**src/hw/bst_defines.svh**
```systemverilog
`ifndef BST_DEFINES_SVH
`define BST_DEFINES_SVH

// instruction register geometry and opcodes
`define BST_IR_W 2
`define BST_OP_EXTEST 2'h0
`define BST_OP_SAMPLE 2'h1
`define BST_OP_IDCODE 2'h2
`define BST_OP_BYPASS 2'h3
// fixed pattern loaded into the instruction shifter on capture
`define BST_IR_CAPTURE 2'h1

// identification register; the value is arbitrary, bit 0 must be one
`define BST_ID_W 32
`define BST_IDCODE 32'h0a5c_3001

// boundary register: input cells low, output cells high
`define BST_NPIN_IN 4
`define BST_NPIN_OUT 4
`define BST_BSR_W 8
`define BST_BSR_IN_LO 0
`define BST_BSR_OUT_LO 4

// value of the update latches after reset
`define BST_BSR_RST 8'h00

`endif

```
**src/hw/bst_pkg.sv**
```systemverilog
package bst_pkg;

  // four input pins of the test access port, as seen on the board
  typedef struct packed {
    logic tck;
    logic tms;
    logic tdi;
    logic trst_n;
  } bst_pins_t;

  // the sixteen controller states
  typedef enum logic [3:0] {
    ST_RESET,
    ST_IDLE,
    ST_SEL_DR,
    ST_CAP_DR,
    ST_SHIFT_DR,
    ST_EXIT1_DR,
    ST_PAUSE_DR,
    ST_EXIT2_DR,
    ST_UPD_DR,
    ST_SEL_IR,
    ST_CAP_IR,
    ST_SHIFT_IR,
    ST_EXIT1_IR,
    ST_PAUSE_IR,
    ST_EXIT2_IR,
    ST_UPD_IR
  } bst_state_t;

endpackage

```
**src/hw/bst_tap.sv**
```systemverilog
`timescale 1ns/1ns
`include "bst_defines.svh"

// Behaviour
// - five test pins TMS TCK TDI TDO TRST; all test data follows TCK.
// - TMS and TDI are taken on each rising TCK edge.
// - TDO changes on falling TCK edges only.
// - sixteen-state controller, stepped by TCK, steered by TMS.
// - serial path runs through instruction register or selected data register.
// - four instructions: identify, bypass, sample/preload, extest.
// - test-logic reset makes identify the current instruction.
// - identify shifts out a 32-bit identification word.
// - bypass puts one shift stage between TDI and TDO.
// - sample/preload scans the boundary without disturbing pins or core.
// - sample captures pins and core signals in Capture-DR.
// - preload moves shifted data into output cell latches, not pins.
// - capture shift-out and preload shift-in share one scan pass.
// - extest drives output pins from the cell latches at once.
// - TDO is released on the first falling TCK edge with no serial shift selected.
module bst_tap (
  // system clock and reset
  input wire logic clk,
  input wire logic srst,
  // test access port
  input wire bst_pkg::bst_pins_t tap_pins,
  output logic tdo,
  output logic tdo_oe,
  // device pins and core signals under boundary scan
  input wire logic [`BST_NPIN_IN-1:0] pin_in,
  input wire logic [`BST_NPIN_OUT-1:0] core_out,
  output logic [`BST_NPIN_OUT-1:0] pin_out,
  output logic [`BST_NPIN_IN-1:0] core_in
);
  import bst_pkg::*;

  // synchroniser stages
  bst_pins_t pins_s1_r, pins_s2_r;
  logic tck_s3_r;
  logic [`BST_NPIN_IN-1:0] pin_in_s1_r, pin_in_s2_r;
  // controller and instruction
  bst_state_t st_r, st_nxt;
  logic [`BST_IR_W-1:0] ir_r, ir_sh_r;
  // data registers and update latches
  logic bypass_r;
  logic [`BST_ID_W-1:0] id_sh_r;
  logic [`BST_BSR_W-1:0] bsr_sh_r, bsr_upd_r;
  // registered outputs
  logic tdo_r, tdo_oe_r;
  logic [`BST_NPIN_OUT-1:0] pin_out_r;
  logic [`BST_NPIN_IN-1:0] core_in_r;

  // two-stage synchronisers; logic reads the second stage, and tck also its third stage
  always_ff @(posedge clk) begin
    if (srst) begin
      pins_s1_r <= '{tck: 1'b0, tms: 1'b1, tdi: 1'b1, trst_n: 1'b0};
      pins_s2_r <= '{tck: 1'b0, tms: 1'b1, tdi: 1'b1, trst_n: 1'b0};
      tck_s3_r <= 1'b0;
      pin_in_s1_r <= '0;
      pin_in_s2_r <= '0;
    end else begin
      pins_s1_r <= tap_pins;
      pins_s2_r <= pins_s1_r;
      tck_s3_r <= pins_s2_r.tck;
      pin_in_s1_r <= pin_in;
      pin_in_s2_r <= pin_in_s1_r;
    end
  end

  // tck edges found by the system clock; tms and tdi share tck's latency
  // limitation: tck highs and lows must each last at least one clock to be seen
  wire tck_rise = pins_s2_r.tck & ~tck_s3_r;
  wire tck_fall = ~pins_s2_r.tck & tck_s3_r;
  wire tms = pins_s2_r.tms;
  wire tdi = pins_s2_r.tdi;
  // trst acts on its level, without waiting for any tck edge
  wire trst_act = ~pins_s2_r.trst_n;

  // instruction decode; width and opcodes are our own choice
  wire op_extest = (ir_r == `BST_OP_EXTEST);
  wire op_sample = (ir_r == `BST_OP_SAMPLE);
  wire op_idcode = (ir_r == `BST_OP_IDCODE);
  wire op_bypass = (ir_r == `BST_OP_BYPASS);
  wire op_bsr = op_extest | op_sample;
  // controller state decode
  wire shift_dr = (st_r == ST_SHIFT_DR);
  wire shift_ir = (st_r == ST_SHIFT_IR);
  wire cap_dr = (st_r == ST_CAP_DR);
  wire upd_dr = (st_r == ST_UPD_DR);
  wire cap_ir = (st_r == ST_CAP_IR);
  wire upd_ir = (st_r == ST_UPD_IR);
  wire in_tlr = (st_r == ST_RESET);
  // a tck rise is ignored while test reset holds the controller
  wire step = tck_rise & ~trst_act;

  // serial path selection; unknown codes cannot occur in two bits
  wire dr_bit = op_bsr ? bsr_sh_r[0] :
                op_idcode ? id_sh_r[0] : bypass_r;
  wire tdo_src = shift_ir ? ir_sh_r[0] : dr_bit;

  // controller next state, the standard sixteen-state graph
  always_comb begin
    st_nxt = st_r;
    unique case (st_r)
      ST_RESET: st_nxt = tms ? ST_RESET : ST_IDLE;
      ST_IDLE: st_nxt = tms ? ST_SEL_DR : ST_IDLE;
      ST_SEL_DR: st_nxt = tms ? ST_SEL_IR : ST_CAP_DR;
      ST_CAP_DR: st_nxt = tms ? ST_EXIT1_DR : ST_SHIFT_DR;
      ST_SHIFT_DR: st_nxt = tms ? ST_EXIT1_DR : ST_SHIFT_DR;
      ST_EXIT1_DR: st_nxt = tms ? ST_UPD_DR : ST_PAUSE_DR;
      ST_PAUSE_DR: st_nxt = tms ? ST_EXIT2_DR : ST_PAUSE_DR;
      ST_EXIT2_DR: st_nxt = tms ? ST_UPD_DR : ST_SHIFT_DR;
      ST_UPD_DR: st_nxt = tms ? ST_SEL_DR : ST_IDLE;
      ST_SEL_IR: st_nxt = tms ? ST_RESET : ST_CAP_IR;
      ST_CAP_IR: st_nxt = tms ? ST_EXIT1_IR : ST_SHIFT_IR;
      ST_SHIFT_IR: st_nxt = tms ? ST_EXIT1_IR : ST_SHIFT_IR;
      ST_EXIT1_IR: st_nxt = tms ? ST_UPD_IR : ST_PAUSE_IR;
      ST_PAUSE_IR: st_nxt = tms ? ST_EXIT2_IR : ST_PAUSE_IR;
      ST_EXIT2_IR: st_nxt = tms ? ST_UPD_IR : ST_SHIFT_IR;
      ST_UPD_IR: st_nxt = tms ? ST_SEL_DR : ST_IDLE;
    endcase
  end

  // controller state register
  always_ff @(posedge clk) begin
    if (srst || trst_act) begin
      st_r <= ST_RESET;
    end else if (tck_rise) begin
      st_r <= st_nxt;
    end
  end

  // instruction shifter and current instruction
  always_ff @(posedge clk) begin
    if (srst || trst_act || in_tlr) begin
      ir_r <= `BST_OP_IDCODE;
      ir_sh_r <= `BST_IR_CAPTURE;
    end else if (step) begin
      if (cap_ir)
        ir_sh_r <= `BST_IR_CAPTURE;
      if (shift_ir)
        ir_sh_r <= {tdi, ir_sh_r[`BST_IR_W-1:1]};
      if (upd_ir)
        ir_r <= ir_sh_r;
    end
  end

  // bypass stage and identification shifter
  always_ff @(posedge clk) begin
    if (srst) begin
      bypass_r <= 1'b0;
      id_sh_r <= `BST_IDCODE;
    end else if (step && cap_dr) begin
      bypass_r <= 1'b0;
      id_sh_r <= `BST_IDCODE;
    end else if (step && shift_dr) begin
      bypass_r <= tdi;
      if (op_idcode)
        id_sh_r <= {tdi, id_sh_r[`BST_ID_W-1:1]};
    end
  end

  // boundary cells: capture pins and core, shift, and update latches
  always_ff @(posedge clk) begin
    if (srst) begin
      bsr_sh_r <= `BST_BSR_RST;
      bsr_upd_r <= `BST_BSR_RST;
    end else if (step && op_bsr) begin
      if (cap_dr)
        bsr_sh_r <= {core_out, pin_in_s2_r};
      if (shift_dr)
        bsr_sh_r <= {tdi, bsr_sh_r[`BST_BSR_W-1:1]};
      if (upd_dr)
        bsr_upd_r <= bsr_sh_r;
    end
  end

  // tdo and its enable move on falling tck only; released outside shifts.
  // a test reset leaves tdo driven until the next falling tck, which
  // keeps the pin from glitching between tck edges
  wire tdo_oe_nxt = ~trst_act & (shift_dr | shift_ir);
  always_ff @(posedge clk) begin
    if (srst) begin
      tdo_r <= 1'b0;
      tdo_oe_r <= 1'b0;
    end else if (tck_fall) begin
      tdo_r <= tdo_src;
      tdo_oe_r <= tdo_oe_nxt;
    end
  end

  // pins follow the core unless extest hands them to the latches;
  // the latches reset to zero, so an extest without preload drives zeros
  wire [`BST_NPIN_OUT-1:0] pin_out_nxt = op_extest ?
    bsr_upd_r[`BST_BSR_OUT_LO +: `BST_NPIN_OUT] : core_out;
  always_ff @(posedge clk) begin
    if (srst) begin
      pin_out_r <= '0;
      core_in_r <= '0;
    end else begin
      pin_out_r <= pin_out_nxt;
      core_in_r <= pin_in_s2_r;
    end
  end

  assign tdo = tdo_r;
  assign tdo_oe = tdo_oe_r;
  assign pin_out = pin_out_r;
  assign core_in = core_in_r;
endmodule

```
**config.mk**
```make
export PLATFORM = sky130hd
export DESIGN_NAME = bst_tap
export DESIGN_NICKNAME = d
export VERILOG_FILES = /design/src/hw/bst_pkg.sv /design/src/hw/bst_tap.sv
export VERILOG_INCLUDE_DIRS = /design/src /design/src/hw
export SDC_FILE = /design/constraint.sdc
export NUM_CORES = 1
export LEC_CHECK = 0
export BUFFER_PORTS_ARGS = -buffer_cell sky130_fd_sc_hd__buf_2
export CORE_ASPECT_RATIO = 1.25
export CORE_MARGIN = 2
export CORE_UTILIZATION = 40
export DETAILED_ROUTE_END_ITERATION = 8
export REMOVE_ABC_BUFFERS = 1
export SYNTH_ARGS = -nofsm -noshare
export SYNTH_HDL_FRONTEND = slang
export SYNTH_SLANG_ARGS = --single-unit
```
**constraint.sdc**
```tcl
create_clock -name clk -period 5.15 [get_ports clk]
set_input_delay 1.03 -clock clk [delete_from_list [all_inputs] [get_ports clk]]
set_output_delay 1.03 -clock clk [all_outputs]
set_load 0.005 [all_outputs]
```
---- Word-level counts from Yosys, hierarchy flattened ----
Index checks and enable logic that the tools add are counted.
operators by class
  equal/unequal tests ..................... 17
  multiplexer cells ....................... 21
  bitwise gates (word level) .............. 9
  reduce and logical (&&, ||, !) cells .... 18
operators by type and width
  kind                  number
  $pmux W4 S12          1
  $eq A4 B4 Y1 const B  8
  $mux W4               5
  $eq A4 B3 Y1 const B  4
  $mux W8               2
  $mux W2               5
  $reduce_and A2 Y1     5
  $eq A4 B2 Y1 const B  2
  $mux W1               6
  $mux W3               2
  $reduce_or A2 Y1      3
  $and A1 B1 Y1         4
  $eq A4 B1 Y1 const B  1
  $logic_not A4 Y1      1
  $reduce_bool A2 Y1    2
  $logic_and A1 B1 Y1   3
  $not A1 Y1            3
  $reduce_or A3 Y1      1
  $eq A2 B1 Y1 const B  1
  $eq A2 B2 Y1 const B  1
  $logic_not A2 Y1      1
  $logic_or A1 B1 Y1    2
  $or A1 B1 Y1          2
storage, ports and cells
  register bits after elaboration ......... 84
  input port bits ......................... 14
  output and inout port bits .............. 10
  logic and storage cells ................. 87

---- Longest topological paths before layout ----
  depth after elaboration ................. 5
  gate-level depth with buffers ........... 7
  depth with buffers taken out ............ 4

---- Least setup slack after synthesis ----
OpenSTA, ideal clock, no wires.
  kind .................................... input -> register
  start point ............................. in srst
  end point ............................... reg id_sh_r[0]
  library setup time ...................... 0.150 ns
  data arrival time ....................... 1.884 ns
  required time ........................... 5.000 ns
  slack ................................... 3.116 ns
  stages on the path ...................... 4
  path buffers ............................ 2
  cell sequence ........................... clkbuf_1 clkbuf_1 a31oi_1 nand3_1
between the ends
  word-level cells in the longest chain between the ends .. 1
ends and longest elaborated chain
  item                        line            RTL
  from (decl)                 bst_tap.sv:23   input wire logic srst,
  $reduce_or A2 Y1 (no line)  n/a
  to (signal assigned)        bst_tap.sv:151  id_sh_r <= `BST_IDCODE;
  to (signal assigned)        bst_tap.sv:154  id_sh_r <= `BST_IDCODE;
  to (signal assigned)        bst_tap.sv:158  id_sh_r <= {tdi, id_sh_r[`BST_ID_W-1:1]};
  to (decl)                   bst_tap.sv:45   logic [`BST_ID_W-1:0] id_sh_r;
No other way between the ends.
A chain may end at the register's enable or synchronous reset.

---- Worst setup path in the final report ----
  start point ............................. reg st_r[2]
  end point ............................... reg id_sh_r[1]
between the ends
  word-level cells in the longest chain between the ends .. 3
  elaborated cells on any way between the ends .. 6
  classes of those cells .................. 2 x eq/ne; 4 x reduce/logical
ends and longest elaborated chain
  item                                                             line                            RTL
  from (decl)                                                      bst_tap.sv:41                   bst_state_t st_r, st_nxt;
  from (signal assigned)                                           bst_tap.sv:128                  st_r <= st_nxt;
  $eq A4 B3 Y1 or $eq A4 B2 Y1 (tied branches)                     bst_tap.sv:85, bst_tap.sv:87
  $logic_and A1 B1 Y1 (on tied branches)                           bst_tap.sv:155, bst_tap.sv:152
  $reduce_and A2 Y1 (no line) or $reduce_or A2 Y1 (tied branches)  n/a
Parallel ways exist; a longest one is shown, timed or not.

==> results.md <==
- Worst path required time: 5.42 ns
- Die span in y: 102.1 um
- TritonCTS clock tree: yes
- Filler cell count in the final layout: 742
- Placed insts: 437
- Ports: 24
- Number of warnings reported in the yosys synthesis log: 0
- Final routed DRC violation total: 0
- Library cell with the highest instance count after synthesis: dfxtp_1
- Maximum resistive drop on vdd: 0.0001970 V
- NumNets Final: 370
- Min Tclk post-route: 2.745 ns
- Origin of the worst setup path: st_r[2]
- Clock latency of the later-clocked register in the worst-skew pair: 0.33 ns
- Post-Layout Inst Area: 3442 sq um
- Horizontal die dimension: 82.46 um
- End point of the critical path: id_sh_r[1]
- Per-cell routed wire length: 12.47 um
- Total Routing Usage GR: 14.69%
- Multi-input gate area: 1368 sq um
- Fraction of final layout cells with drive strength greater than 1: 14.13%
- CP arrival: 3.01 ns
- Result of the run: finished, final reports clean
- Final Non-Filler Cells: 453
- Power Density: 336.7 nW/um^2
- Clock Root Buffer: clkbuf_8
- Static power due to leakage: 0.001257 uW
- CP startpoint kind: register
- Synthesized area divided by synthesized cell count: 8.870 sq um
- Layout Skew: 0.002949 ns
- Port Buf Inserts: 23
- Sequential element share of the synthesized area: 52.03%
- CTS max path bufs: 2
- Fin. Hold Viols: 0
- Setup repair after global routing missed its margin: no
- Maximum Capacitance Violations: 0
- Routed vias: 2269
- Worst Max-Slew Pin Slew: 0.8932 ns
- Synth top cells by count: 80 x dfxtp_1, 71 x nand2_1, 32 x a21oi_1
- Terminus of the critical flop-to-flop path: id_sh_r[1]
- Total setup violations reported at the end of the flow: 0
- Layout area overhead: 11.83%
- Worst-case register-to-register setup slack: 2.41 ns
- DRT Wirelength: 5647 um
- Initial standard-cell utilization of the core: 41.59%
- Grt ovf: 0
- R2R depth: 6
- Number of DRC violations after detailed-routing iteration 0: 73
- Hold slack final: 0.4119 ns
- Crit share post-route: 53.30%
- TritonCTS sink count: 80
- Launching point of the worst reg2reg path: st_r[2]
- Final RePlAce weighted congestion: 0.7705
- Remaining max-slew budget at the tightest pin: 40.45%
- Placed Instance Area: 3229 sq um
- Half-perimeter wire length of the detailed placement result: 3489 um
- Synth area leader: dfxtp_1
- Fmax: 364.3 MHz
- Kind of capture point of the worst setup path: register
- Wire length of the first global-routing pass: 9673 um
- Clock-pin slew reported for the worst setup and hold paths after clock tree synthesis: 0.08 ns
- Register cell area after layout: 1602 sq um
- Setup CP Type: reg -> reg
- Detailed Routing Iterations Pass 1: 4
- Number of antenna violations at the first check in global routing: 0
- Total number of placement rows: 35
- Maximum number of pins on one net before global-route repair: 44
- Top cell type's share of synthesized area: 52.03%
- Gate count of the mapped netlist: 347
- Number of buffers inserted during clock tree synthesis: 9
- Die Outline Area: 8417 sq um
- Cells taking the most area after synthesis: dfxtp_1 52%, nand2_1 8.7%, a21oi_1 5.2%, mux2i_1 5.2%, nor2b_1 4.5%
- Placeable core region: 7401 sq um
- Number of vias per cell: 5.009
- Setup fix buffers added after clock tree synthesis: 0
- Count of unique library cells instantiated by Yosys: 40
- PostCTS Resize Cnt: 0
- Area of the mapped netlist: 3078 sq um
- Post-cts hold buffer count: 0
- Highest net fanout along the worst path: 32
- Number of register bits inferred by synthesis: 80
- Max Transition Viols Final: 0
- Post-detailed-route count of antenna-violating nets: 0
- # diodes: 0
- Number of enable flip-flop cells after synthesis: 0
- Fraction of synthesis flops using an asynchronous set or reset pin: 0%
- Top FF cell, synth: dfxtp_1
- Path type of the worst min-delay path: reg -> reg
- Final sum of negative setup slack: 0 ns
- Total design power: 1159 uW
- Number of global-route vias before repair: 2177
- Number of levels in the clock H-tree: 3
critical path, stage by stage, from the launching register on:
cell	delay [ns]
dfxtp_1	0.75
nor4b_2	0.77
buf_4	0.29
nor4bb_4	0.28
buf_4	0.35
nand2_1	0.10
a21oi_1	0.13
power breakdown:
group	leakage, uW	internal, uW	switching, uW
clock network	0.000104	274	219
registers	0.000650	627	6.27
logic	0.000503	14.5	18.7
cells in the final DEF (no fill, tap or decap), types with 3 or more instances in the layout:
cell type | Yosys | routed
nor3_1 | 3 | 3
nand2b_1 | 5 | 5
nand3_1 | 12 | 12
a21oi_1 | 32 | 32
a211oi_1 | 12 | 12
dfxtp_1 | 80 | 80
nor2b_1 | 22 | 22
a31oi_1 | 3 | 3
mux2i_1 | 16 | 16
o21ai_0 | 7 | 7
or2_2 | 5 | 5
nand2_1 | 71 | 71
buf_4 | 1 | 3
clkbuf_8 | 0 | 9
buf_2 | 5 | 23
nor2_1 | 22 | 22
layout make-up:
cell class	count	area share [%]
Sequential cell	80	46.53
Multi-Input combinational cell	237	39.73
Timing Repair Buffer	26	3.999
Clock buffer	11	3.817
Tap cell	92	3.344
Clock inverter	5	2.363
Inverter	2	0.2181
how the worst min path moves through the flow:
stage,start,slack [ns],cells after the start,to
after CTS,pins_s1_r[1],0.41,1,tdi
after floorplan,pins_s1_r[1],0.39,1,tdi
after global placement,pins_s1_r[1],0.39,1,tdi
after global routing,pins_s1_r[1],0.44,1,tdi
final,pins_s1_r[1],0.41,1,tdi
after detailed placement,pins_s1_r[1],0.39,1,tdi
through the flow:
step	utilization, %	setup WS (ns)
floorplan	-	0.1233
global placement	43.63	2.515
detailed placement	43.63	2.419
CTS	46.51	2.384
global route	46.51	2.146
finish	46.51	2.405
cell families (layout without fill, tap and decap cells):
| group | count (synthesis) | count (layout) | synth area share, % |
|---|---|---|---|
| AND/OR/NAND/NOR | 152 | 152 | 23.66 |
| AO/OA/AOI/OAI | 67 | 67 | 14.31 |
| flip-flops | 80 | 80 | 52.03 |
| buffers and inverters | 30 | 44 | 4.228 |
| XOR/XNOR | 2 | 2 | 0.5692 |
| multiplexers | 16 | 16 | 5.203 |
registers in the layout (all words and copies together) (netlist names):
signal / flops
bsr_sh_r: 8
bsr_upd_r: 4
bypass_r: 1
core_in: 4
id_sh_r: 32
ir_r: 2
ir_sh_r: 2
pin_in_s1_r: 4
pin_in_s2_r: 4
pin_out: 4
pins_s1_r: 4
pins_s2_r: 2
st_r: 4
tck_s3_r: 1
tdi: 1
tdo: 1
tdo_oe: 1
tms: 1
layer usage:
layer | vias up | part of all wire (%) | global-route usage, %
met2 | 25 | 48 | 24.57
li1 | 1191 | - | -
met4 | 0 | 0.92 | 5.000
met1 | 1047 | 48 | 18.25
met3 | 6 | 2.2 | 3.710
met5 | - | 0 | 0
Power figures use the tool's default switching activity.
